**src/inc/itbw_map.svh**
```systemverilog
// Purpose: constants of the ten-bit address I2C write sequencer
// Assumes: 50 MHz system clock
// Notes:   timing counts derive from the times below
// Contract
// - Shift register bits go out on SDA
// - Wait for ACK; NACK ends with Stop
// - Slave holding SCL low pauses the bus
// - Stop when data empty or stop requested
// - First byte prefix 11110 plus two MSBs
// - Second address byte, data, acks, Stop
// - Data phase same as seven-bit addressing
// - Interrupt asserts while data register empty
// - Start request drives START on the bus
// - Finish current byte, then place STOP
`ifndef ITBW_MAP_SVH
`define ITBW_MAP_SVH
`define ITBW_CLK_NS      20
`define ITBW_QTR_NS      2500
`define ITBW_QTR_CYC     ((`ITBW_QTR_NS + `ITBW_CLK_NS - 1) / `ITBW_CLK_NS)
`define ITBW_TEN_PREFIX  5'h1E
`define ITBW_BYTE_MSB    7
`endif

```
**src/inc/itbw_pkg.sv**
```systemverilog
// Purpose: types of the ten-bit address I2C write sequencer
// Assumes: nothing
// Notes:   state codes written out
package itbw_pkg;
  typedef enum logic [2:0]
  {
    ST_IDLE  = 3'h0,
    ST_START = 3'h1,
    ST_BIT   = 3'h2,
    ST_ACK   = 3'h3,
    ST_STOP  = 3'h4
  } itbw_state_type;

  typedef struct packed
  {
    itbw_state_type st;
    logic [7:0]     qcnt;
    logic [1:0]     ph;
    logic [2:0]     bitn;
    logic [7:0]     shift;
    logic [7:0]     hold;
    logic           empty;
    logic           start_pend;
    logic           stop_pend;
    logic [1:0]     byte_idx;
    logic           nack;
    logic           busy;
    logic           irq;
    logic           scl_oe;
    logic           sda_oe;
    logic           scl_m;
    logic           scl_s;
    logic           sda_m;
    logic           sda_s;
  } itbw_regs_type;
endpackage : itbw_pkg

```
**src/logic/itbw_master.sv**
```systemverilog
// Purpose: I2C master write sequencer with ten-bit slave addressing
// Assumes: control inputs come from logic on sys_clk_i
// Notes:   SDA and SCL are open drain; _o is always low, _oe pulls low
`include "itbw_map.svh"
module itbw_master #(
  parameter int QTR_CYC = `ITBW_QTR_CYC
) (
  // Clock and reset
  input  wire logic        sys_clk_i,
  input  wire logic        rst_i,
  // Control bits
  input  wire logic        controller_enable_bit_i,
  input  wire logic        transmit_irq_enable_i,
  input  wire logic        ten_bit_i,
  input  wire logic        start_req_i,
  input  wire logic        stop_req_i,
  // Data register write
  input  wire logic        data_wr_i,
  input  wire logic [7:0]  data_i,
  // Status
  output logic             tx_data_empty_flag_o,
  output logic             irq_o,
  output logic             busy_o,
  output logic             nack_o,
  output logic [1:0]       byte_idx_o,
  // Bus pins
  input  wire logic        scl_i,
  output logic             scl_o,
  output logic             scl_oe_o,
  input  wire logic        sda_i,
  output logic             sda_o,
  output logic             sda_oe_o
);
  import itbw_pkg::*;

  itbw_regs_type s;
  itbw_regs_type next_s;
  logic          tick;
  logic          load;
  logic          adv;

  ////////////////////////////////////////////////////////////////////////////
  // Next state

  always_comb
  begin
    next_s = s;
    load   = 1'b0;
    adv    = 1'b0;
    tick   = (s.qcnt == 8'(QTR_CYC - 1));
    next_s.scl_m = scl_i;
    next_s.scl_s = s.scl_m;
    next_s.sda_m = sda_i;
    next_s.sda_s = s.sda_m;
    if (s.st == ST_IDLE || tick)
    begin
      next_s.qcnt = 8'h00;
    end
    else
    begin
      next_s.qcnt = s.qcnt + 8'h01;
    end
    // Phase 2 waits for SCL to read high so a stretching slave pauses us
    if (tick)
    begin
      adv = (s.ph != 2'h2) || s.scl_s;
    end
    case (s.st)
      ST_IDLE:
      begin
        next_s.busy = 1'b0;
        if (s.start_pend && !s.empty)
        begin
          load              = 1'b1;
          next_s.start_pend = 1'b0;
          next_s.nack       = 1'b0;
          next_s.byte_idx   = 2'h0;
          next_s.busy       = 1'b1;
          next_s.ph         = 2'h0;
          next_s.st         = ST_START;
        end
      end
      ST_START:
      begin
        if (adv)
        begin
          next_s.ph = s.ph + 2'h1;
          case (s.ph)
            2'h0:    next_s.sda_oe = 1'b0;
            2'h2:    next_s.sda_oe = 1'b1;
            2'h3:
            begin
              next_s.scl_oe = 1'b1;
              next_s.bitn   = 3'(`ITBW_BYTE_MSB);
              next_s.st     = ST_BIT;
            end
            default: next_s.scl_oe = 1'b0;
          endcase
        end
      end
      ST_BIT:
      begin
        if (adv)
        begin
          next_s.ph = s.ph + 2'h1;
          case (s.ph)
            2'h0:    next_s.sda_oe = ~s.shift[7];
            2'h1:    next_s.scl_oe = 1'b0;
            2'h3:
            begin
              next_s.scl_oe = 1'b1;
              next_s.shift  = {s.shift[6:0], 1'b0};
              next_s.bitn   = s.bitn - 3'h1;
              if (s.bitn == 3'h0)
              begin
                next_s.st = ST_ACK;
              end
            end
            default: next_s.ph = s.ph + 2'h1;
          endcase
        end
      end
      ST_ACK:
      begin
        if (adv)
        begin
          next_s.ph = s.ph + 2'h1;
          case (s.ph)
            2'h0:    next_s.sda_oe = 1'b0;
            2'h1:    next_s.scl_oe = 1'b0;
            2'h3:
            begin
              next_s.scl_oe = 1'b1;
              next_s.nack   = s.sda_s;
              if (s.sda_s || s.empty || s.stop_pend)
              begin
                next_s.st = ST_STOP;
              end
              else
              begin
                // Second address byte then data, handled alike
                load          = 1'b1;
                next_s.bitn   = 3'(`ITBW_BYTE_MSB);
                next_s.st     = ST_BIT;
                if (s.byte_idx != 2'h3)
                begin
                  next_s.byte_idx = s.byte_idx + 2'h1;
                end
              end
            end
            default: next_s.ph = s.ph + 2'h1;
          endcase
        end
      end
      ST_STOP:
      begin
        if (adv)
        begin
          next_s.ph = s.ph + 2'h1;
          case (s.ph)
            2'h0:    next_s.sda_oe = 1'b1;
            2'h1:    next_s.scl_oe = 1'b0;
            2'h3:
            begin
              next_s.sda_oe    = 1'b0;
              next_s.stop_pend = 1'b0;
              next_s.st        = ST_IDLE;
            end
            default: next_s.ph = s.ph + 2'h1;
          endcase
        end
      end
      default: next_s.st = ST_IDLE;
    endcase
    // Requests land after the clears so one arriving with a clear survives
    if (start_req_i)
    begin
      next_s.start_pend = 1'b1;
    end
    if (stop_req_i)
    begin
      next_s.stop_pend = 1'b1;
    end
    if (load)
    begin
      next_s.shift = s.hold;
      if (s.st == ST_IDLE && ten_bit_i)
      begin
        next_s.shift[7:3] = `ITBW_TEN_PREFIX;
      end
      next_s.empty = 1'b1;
    end
    // A write in the load cycle leaves the new byte pending
    if (data_wr_i)
    begin
      next_s.hold  = data_i;
      next_s.empty = 1'b0;
    end
    // Disabling abandons the transfer; the held byte stays
    if (!controller_enable_bit_i)
    begin
      next_s.st         = ST_IDLE;
      next_s.ph         = 2'h0;
      next_s.scl_oe     = 1'b0;
      next_s.sda_oe     = 1'b0;
      next_s.busy       = 1'b0;
      next_s.start_pend = 1'b0;
      next_s.stop_pend  = 1'b0;
    end
    next_s.irq = transmit_irq_enable_i && next_s.empty;
  end

  ////////////////////////////////////////////////////////////////////////////
  // Registers

  always_ff @(posedge sys_clk_i)
  begin
    if (rst_i)
    begin
      s       <= '0;
      s.empty <= 1'b1;
      s.scl_m <= 1'b1;
      s.scl_s <= 1'b1;
      s.sda_m <= 1'b1;
      s.sda_s <= 1'b1;
    end
    else
    begin
      s <= next_s;
    end
  end

  assign tx_data_empty_flag_o = s.empty;
  assign irq_o                = s.irq;
  assign busy_o               = s.busy;
  assign nack_o               = s.nack;
  assign byte_idx_o           = s.byte_idx;
  assign scl_o                = 1'b0;
  assign sda_o                = 1'b0;
  assign scl_oe_o             = s.scl_oe;
  assign sda_oe_o             = s.sda_oe;
endmodule : itbw_master
```
**config.mk**
```make
export PLATFORM = sky130hd
export DESIGN_NAME = itbw_master
export DESIGN_NICKNAME = d
export VERILOG_FILES = /design/src/inc/itbw_pkg.sv /design/src/logic/itbw_master.sv
export VERILOG_INCLUDE_DIRS = /design/src /design/src/inc
export SDC_FILE = /design/constraint.sdc
export NUM_CORES = 1
export LEC_CHECK = 0
export ABC_AREA = 0
export CORE_MARGIN = 2
export CORE_UTILIZATION = 60
export DETAILED_ROUTE_END_ITERATION = 7
export DONT_BUFFER_PORTS = 1
export GPL_TIMING_DRIVEN = 0
export PLACE_DENSITY = 0.76
export SYNTH_ARGS = -nofsm -noshare
export SYNTH_HDL_FRONTEND = slang
export SYNTH_SLANG_ARGS = --single-unit
```
**constraint.sdc**
```tcl
create_clock -name sys_clk_i -period 2.33 [get_ports sys_clk_i]
set_input_delay 0 -clock sys_clk_i [delete_from_list [all_inputs] [get_ports sys_clk_i]]
set_output_delay 0 -clock sys_clk_i [all_outputs]
set_load 0.05 [all_outputs]
```
---- Yosys cells after proc, flatten, opt, wreduce, memory -nomap -nowiden ----
Index checks and enable logic that the tools add are counted.
word-level totals
  bits in registers ....................... 46
  output and inout port bits .............. 10
  logic and storage cells ................. 148
  input port bits ......................... 18
cells by class
  add/subtract/negate cells ............... 4
  bitwise logic cells ..................... 2
  muxes and demuxes ....................... 59
  reduce and logical (&&, ||, !) cells .... 36
  equality and inequality tests ........... 28
operator list
  cell                 count
  $mux 3               16
  $ne 2x2->1 const B   16
  $reduce_bool 2->1    9
  $mux 1               17
  $mux 2               8
  $mux 8               2
  $mux 5               3
  $pmux 3 s5           1
  $mux 13              1
  $reduce_and 6->1     2
  $mux 11              1
  $pmux 1 s2           5
  $pmux 2 s5           1
  $reduce_and 10->1    1
  $pmux 3 s3           1
  $reduce_and 9->1     1
  $add 8x1->8 const B  1
  $eq 8x7->1 const B   1
  $pmux 2 s4           1
  $reduce_and 8->1     1
  $reduce_and 7->1     1
  $eq 3x2->1 const B   2
  $logic_not 3->1      2
  $pmux 3 s2           1
  other kinds (22)     34

---- Depth between registers and ports, before layout ----
  word-level depth ........................ 9
  mapped depth ............................ 8
  gate-level depth less buffers ........... 8

---- Least setup slack after synthesis ----
OpenSTA, ideal clock, no wires.
  kind .................................... register to register
  from .................................... register s[33] in the netlist's numbering
  to ...................................... register s[23] in the netlist's numbering
  period minus slack after synthesis ...... 1.965 ns
  required time ........................... 2.244 ns
  data arrival time ....................... 1.879 ns
  path slack .............................. 0.365 ns
  stages on the path, launching flop included .. 8
  library setup time ...................... 0.086 ns
  buffers on the path ..................... 0
  cell sequence ........................... dfxtp_1 > inv_1 > ha_1 > nand2b_1 > nor4b_4 > nand3_4 > mux2i_1 > a211oi_1
between the ends
  cells in the longest elaborated chain, start to end .. 7
  elaborated cells between the ends (all ways) .. 12
  those cells by class .................... eq/ne: 2; mux: 5; reduce/logical: 5
ends and longest elaborated chain
  item                                line                source
  from (decl)                         itbw_master.sv:36   itbw_regs_type s;
  from (signal assigned)              itbw_master.sv:229  s <= next_s;
  $ne 2x2->1                          itbw_master.sv:66   adv = (s.ph != 2'h2) || s.scl_s;
  $logic_or 1x1->1                    itbw_master.sv:66
  $mux 1                              itbw_master.sv:64   if (tick)
  $mux 1                              itbw_master.sv:125  if (adv)
  $pmux 1 s2                          itbw_master.sv:68   case (s.st)
  $reduce_bool 2->1 (no source line)  n/a
  $reduce_and 3->1 (no source line)   n/a
Several ways; a longest one is shown, not always the timed one.
A chain may end at the register's enable or synchronous reset.

---- Worst setup path after layout ----
  from .................................... register s[44] in the netlist's numbering
  to ...................................... register s[24] in the netlist's numbering
between the ends
  cells in the longest elaborated chain, start to end .. 4
  elaborated cells between the ends (all ways) .. 9
  those cells by class .................... eq/ne: 2; mux: 2; reduce/logical: 5
ends and longest elaborated chain
  item                                           line
  $eq 3x2->1 or $logic_not 3->1 (tied branches)  itbw_master.sv:68
  $pmux 1 s2                                     itbw_master.sv:68
  $reduce_bool 2->1 (no source line)             n/a
  $reduce_and 3->1 (no source line)              n/a
Several ways; a longest one is shown, not always the timed one.

==> impl_results.md <==
* Post-DP HPWL at about 3.2 mm
* Pin count of the biggest net entering global routing at 16
* Synth Warn # at 0
* Tmin final at 2.062 ns
* Startpoint Class: flip-flop
* CP Capture Type: flip-flop
* Most common cell after layout, fill and taps aside: dfxtp_1
* Most frequent cells in the layout: dfxtp_1, nor2_1, mux2i_1
* Mapped Area at about 0.0022 mm2
* CTS Buf Count at 5
* Overflow after GRT at 0
* Initial DRC Count at between 150 and 200
* P_int at between 1 and 1.5 mW
* I/O pins at 28
* Register bit count reported by yosys at 46
* Rows at 22
* Hold_ws at around 0.018 ns
* Fmax at approximately 0.48 GHz
* RSZ-0062 raised after global routing: no
* Post-layout util at between 70% and 80%
* Drt pass-1 iters at 5
* Asr flop ratio synth at 0%
* CTS clock-pin slew for the worst setup and hold paths at 0.09 ns
* Sequential area share after synthesis at between 40% and 50%
* ANT nets after route at 0
* R2r setup slk at 0.27 ns
* Fraction of layout cells with a size suffix above 1 at between 10% and 20%
* R2R Path End: s[24]
* Synthesized instance count at 250
* Final Hold Fails at 0
* DRC violations left at 0
* Vias in the first global route at between 1,500 and 2,000
* Final Worst Setup Slack at between 0.2 and 0.3 ns
* Vias at 1,832
* CTS sink cnt at 46
* FF/Latch Area at 920.9 um2
* Final period util at around nine tenths
* Seq pwr share at 54.3%
* DRT Wirelength at between 4 and 5 mm
* Slew Limit Headroom at 54.38%
* Tightest Hold Check Type: input port to flip-flop
* Status: completed
* CP Max Fanout at 10
* Sw Ratio at 23.21%
* Clock Power Share at ~40%
* Setup TNS at 0 ns
* Root Driver: clkbuf_8
* Syn avg cell area at ~9 um2
* XOR/XNOR share of the synthesized area at 2.733%
* Average wire per standard cell at roughly 15 um
* Clock latency on the worst-skew pair at 0.30 ns
* Placer's final routability congestion estimate at approximately 0.91
* Peak VDD IR at 0.4787 mV
* CTS tree: yes
* Endpoints failing setup at 0
* Synth cell types at between 40 and 50
* Critical Path RT at roughly 2.6 ns
* Multi-input logic area at ~0.0012 mm2
* Multiplexer share of the synthesized area at between 8 and 9%
* H-tree Lvls at 2
* Worst Tran Pin Value at just under 0.7 ns
* Pleak at 1.026 nW
* PortBufs at 0
* Worst Setup SP: s[44]
* Sw Pwr at between 0.3 and 0.4 mW
* First-pass GRT wire length at approximately 8.3 mm
* Setup Skew at approximately 0.0074 ns
* Initial antenna violation count at 0
* Largest family of logic cells by synthesized area: simple AND/OR/NAND/NOR gates
* Arr. time, crit path at 2.28 ns
* Power Density at just under 600 mW/mm2
* Filler cell count at between 300 and 400
* Nets at 300
* Area delta synth->final at 14.44%
* Reg2reg start: s[44]
* Adder-Cell Fraction of Synth Area at under 10%
* Starting density of the core at between 60% and 70%
* GRT Total Usage at approximately a quarter
* Core Area at ~0.0036 mm2
* N_diodes at 0
* Most used DFF post-synth: dfxtp_1
* Crit path kind: flip-flop to flip-flop
* Reg2Reg Depth at 6
* Layout Cells excl Fill at ~320
* Die width at about 65 um
* Final Max Slew Viols at 0
* Combinational share of power at 6.2%
* Number of synthesized flops with an enable pin at 0
* Max Buffers Root-to-Sink at 2
* Worst setup path end: s[24]
* Die area at 0.004244 mm2
* Placed Instances at approximately 300
* Pre-CTS setup slack at roughly 0.00046 ns
* DIE HEIGHT at ~65 um
* Max Cap Violations at 0
* Compound-Gate Fraction of Synth Area at ~15%
* Post-synthesis simple-gate area fraction at about 22%
* Via/cell ratio at about 5.7
-- how the worst min path moves through the flow --
stage / from / to / slack [ns] / cells after the start
floorplan: sda_i / next_s[0] / 0.10 / 1
global placement: scl_i / next_s[2] / 0.10 / 1
detailed placement: sda_i / next_s[0] / 0.11 / 1
CTS: controller_enable_bit_i / s[34] / 0.01 / 2
global route: controller_enable_bit_i / sda_oe_o / 0.04 / 2
finish: controller_enable_bit_i / sda_oe_o / 0.02 / 2
-- cells by family after synthesis --
family,after synthesis
AND/OR/NAND/NOR,90
AO/OA/AOI/OAI,49
flip-flops,46
buffers and inverters,30
multiplexers,18
adder cells (fa/ha/maj),9
XOR/XNOR,7
other,1
-- critical path: stages (launching register included) --
cell and delay [ns]:
dfxtp_1 0.42, buf_2 0.24, inv_1 0.08, nor3_1 0.57
nand3_4 0.24, mux2i_1 0.18, a211oi_1 0.25
-- area by class of cell --
class | instances | share of cell area [%]
buffer | 15 | 2.924
clock inverter | 3 | 1.754
tap | 48 | 2.339
multi-input combinational | 175 | 46.59
timing repair buffer | 15 | 5.653
sequential | 46 | 35.87
clock buffer | 5 | 2.680
inverter | 15 | 2.193
-- synth_stat cells, drive strengths merged, types with 5 or more instances --
master,instances,area share [%]
nor2,30,5.0
o21ai,6,1.3
clkbuf,8,1.3
ha,9,5.0
nor3,10,2.5
inv,15,2.5
o211ai,5,1.7
dfxtp,46,41
buf,7,2.0
nand3,7,2.1
nand2b,5,1.4
or2,7,2.0
a211oi,8,2.7
mux2i,18,8.0
nand2,12,2.3
a21oi,14,3.1
-- stage by stage --
| stage | area [um2] | power (mW) |
|---|---|---|
| global route | 2567 | 1.565 |
| floorplan | 2247 | 0.8992 |
| global placement | 2307 | 0.9139 |
| detailed placement | 2307 | 0.9152 |
| finish | 2567 | 1.519 |
| CTS | 2567 | 1.516 |
-- state kept, by name, indices dropped and copies added (netlist names) --
signal and cells:
s 36, sda_oe_o 1, tx_data_empty_flag_o 1, byte_idx_o 2, irq_o 1, next_s 2, busy_o 1, scl_oe_o 1
nack_o 1
-- timing repair --
item                                   CTS  global route
endpoints found under the hold margin   13             0
setup buffers                            2             0
hold buffers                            13             0
resized for setup                        1             0
setup endpoints to repair                8             0
-- power groups by stage --
stage	registers [mW]	clock network, mW	logic (mW)
3_5_place_dp	0.842	0	0.0728
6_report	0.825	0.600	0.0936
2_1_floorplan	0.838	0	0.0611
5_1_grt	0.827	0.635	0.103
3_3_place_gp	0.842	0	0.0717
4_1_cts	0.824	0.602	0.0902
-- metal layers --
| layer | global-route usage, % | share of wire, % |
|---|---|---|
| met2 | 40.46 | 46 |
| met1 | 34.28 | 45 |
| met3 | 5.479 | 6.4 |
| met4 | 10.16 | 2.5 |
| met5 | 0 | 0 |
Note: power is estimated with default switching activity, not from simulation.
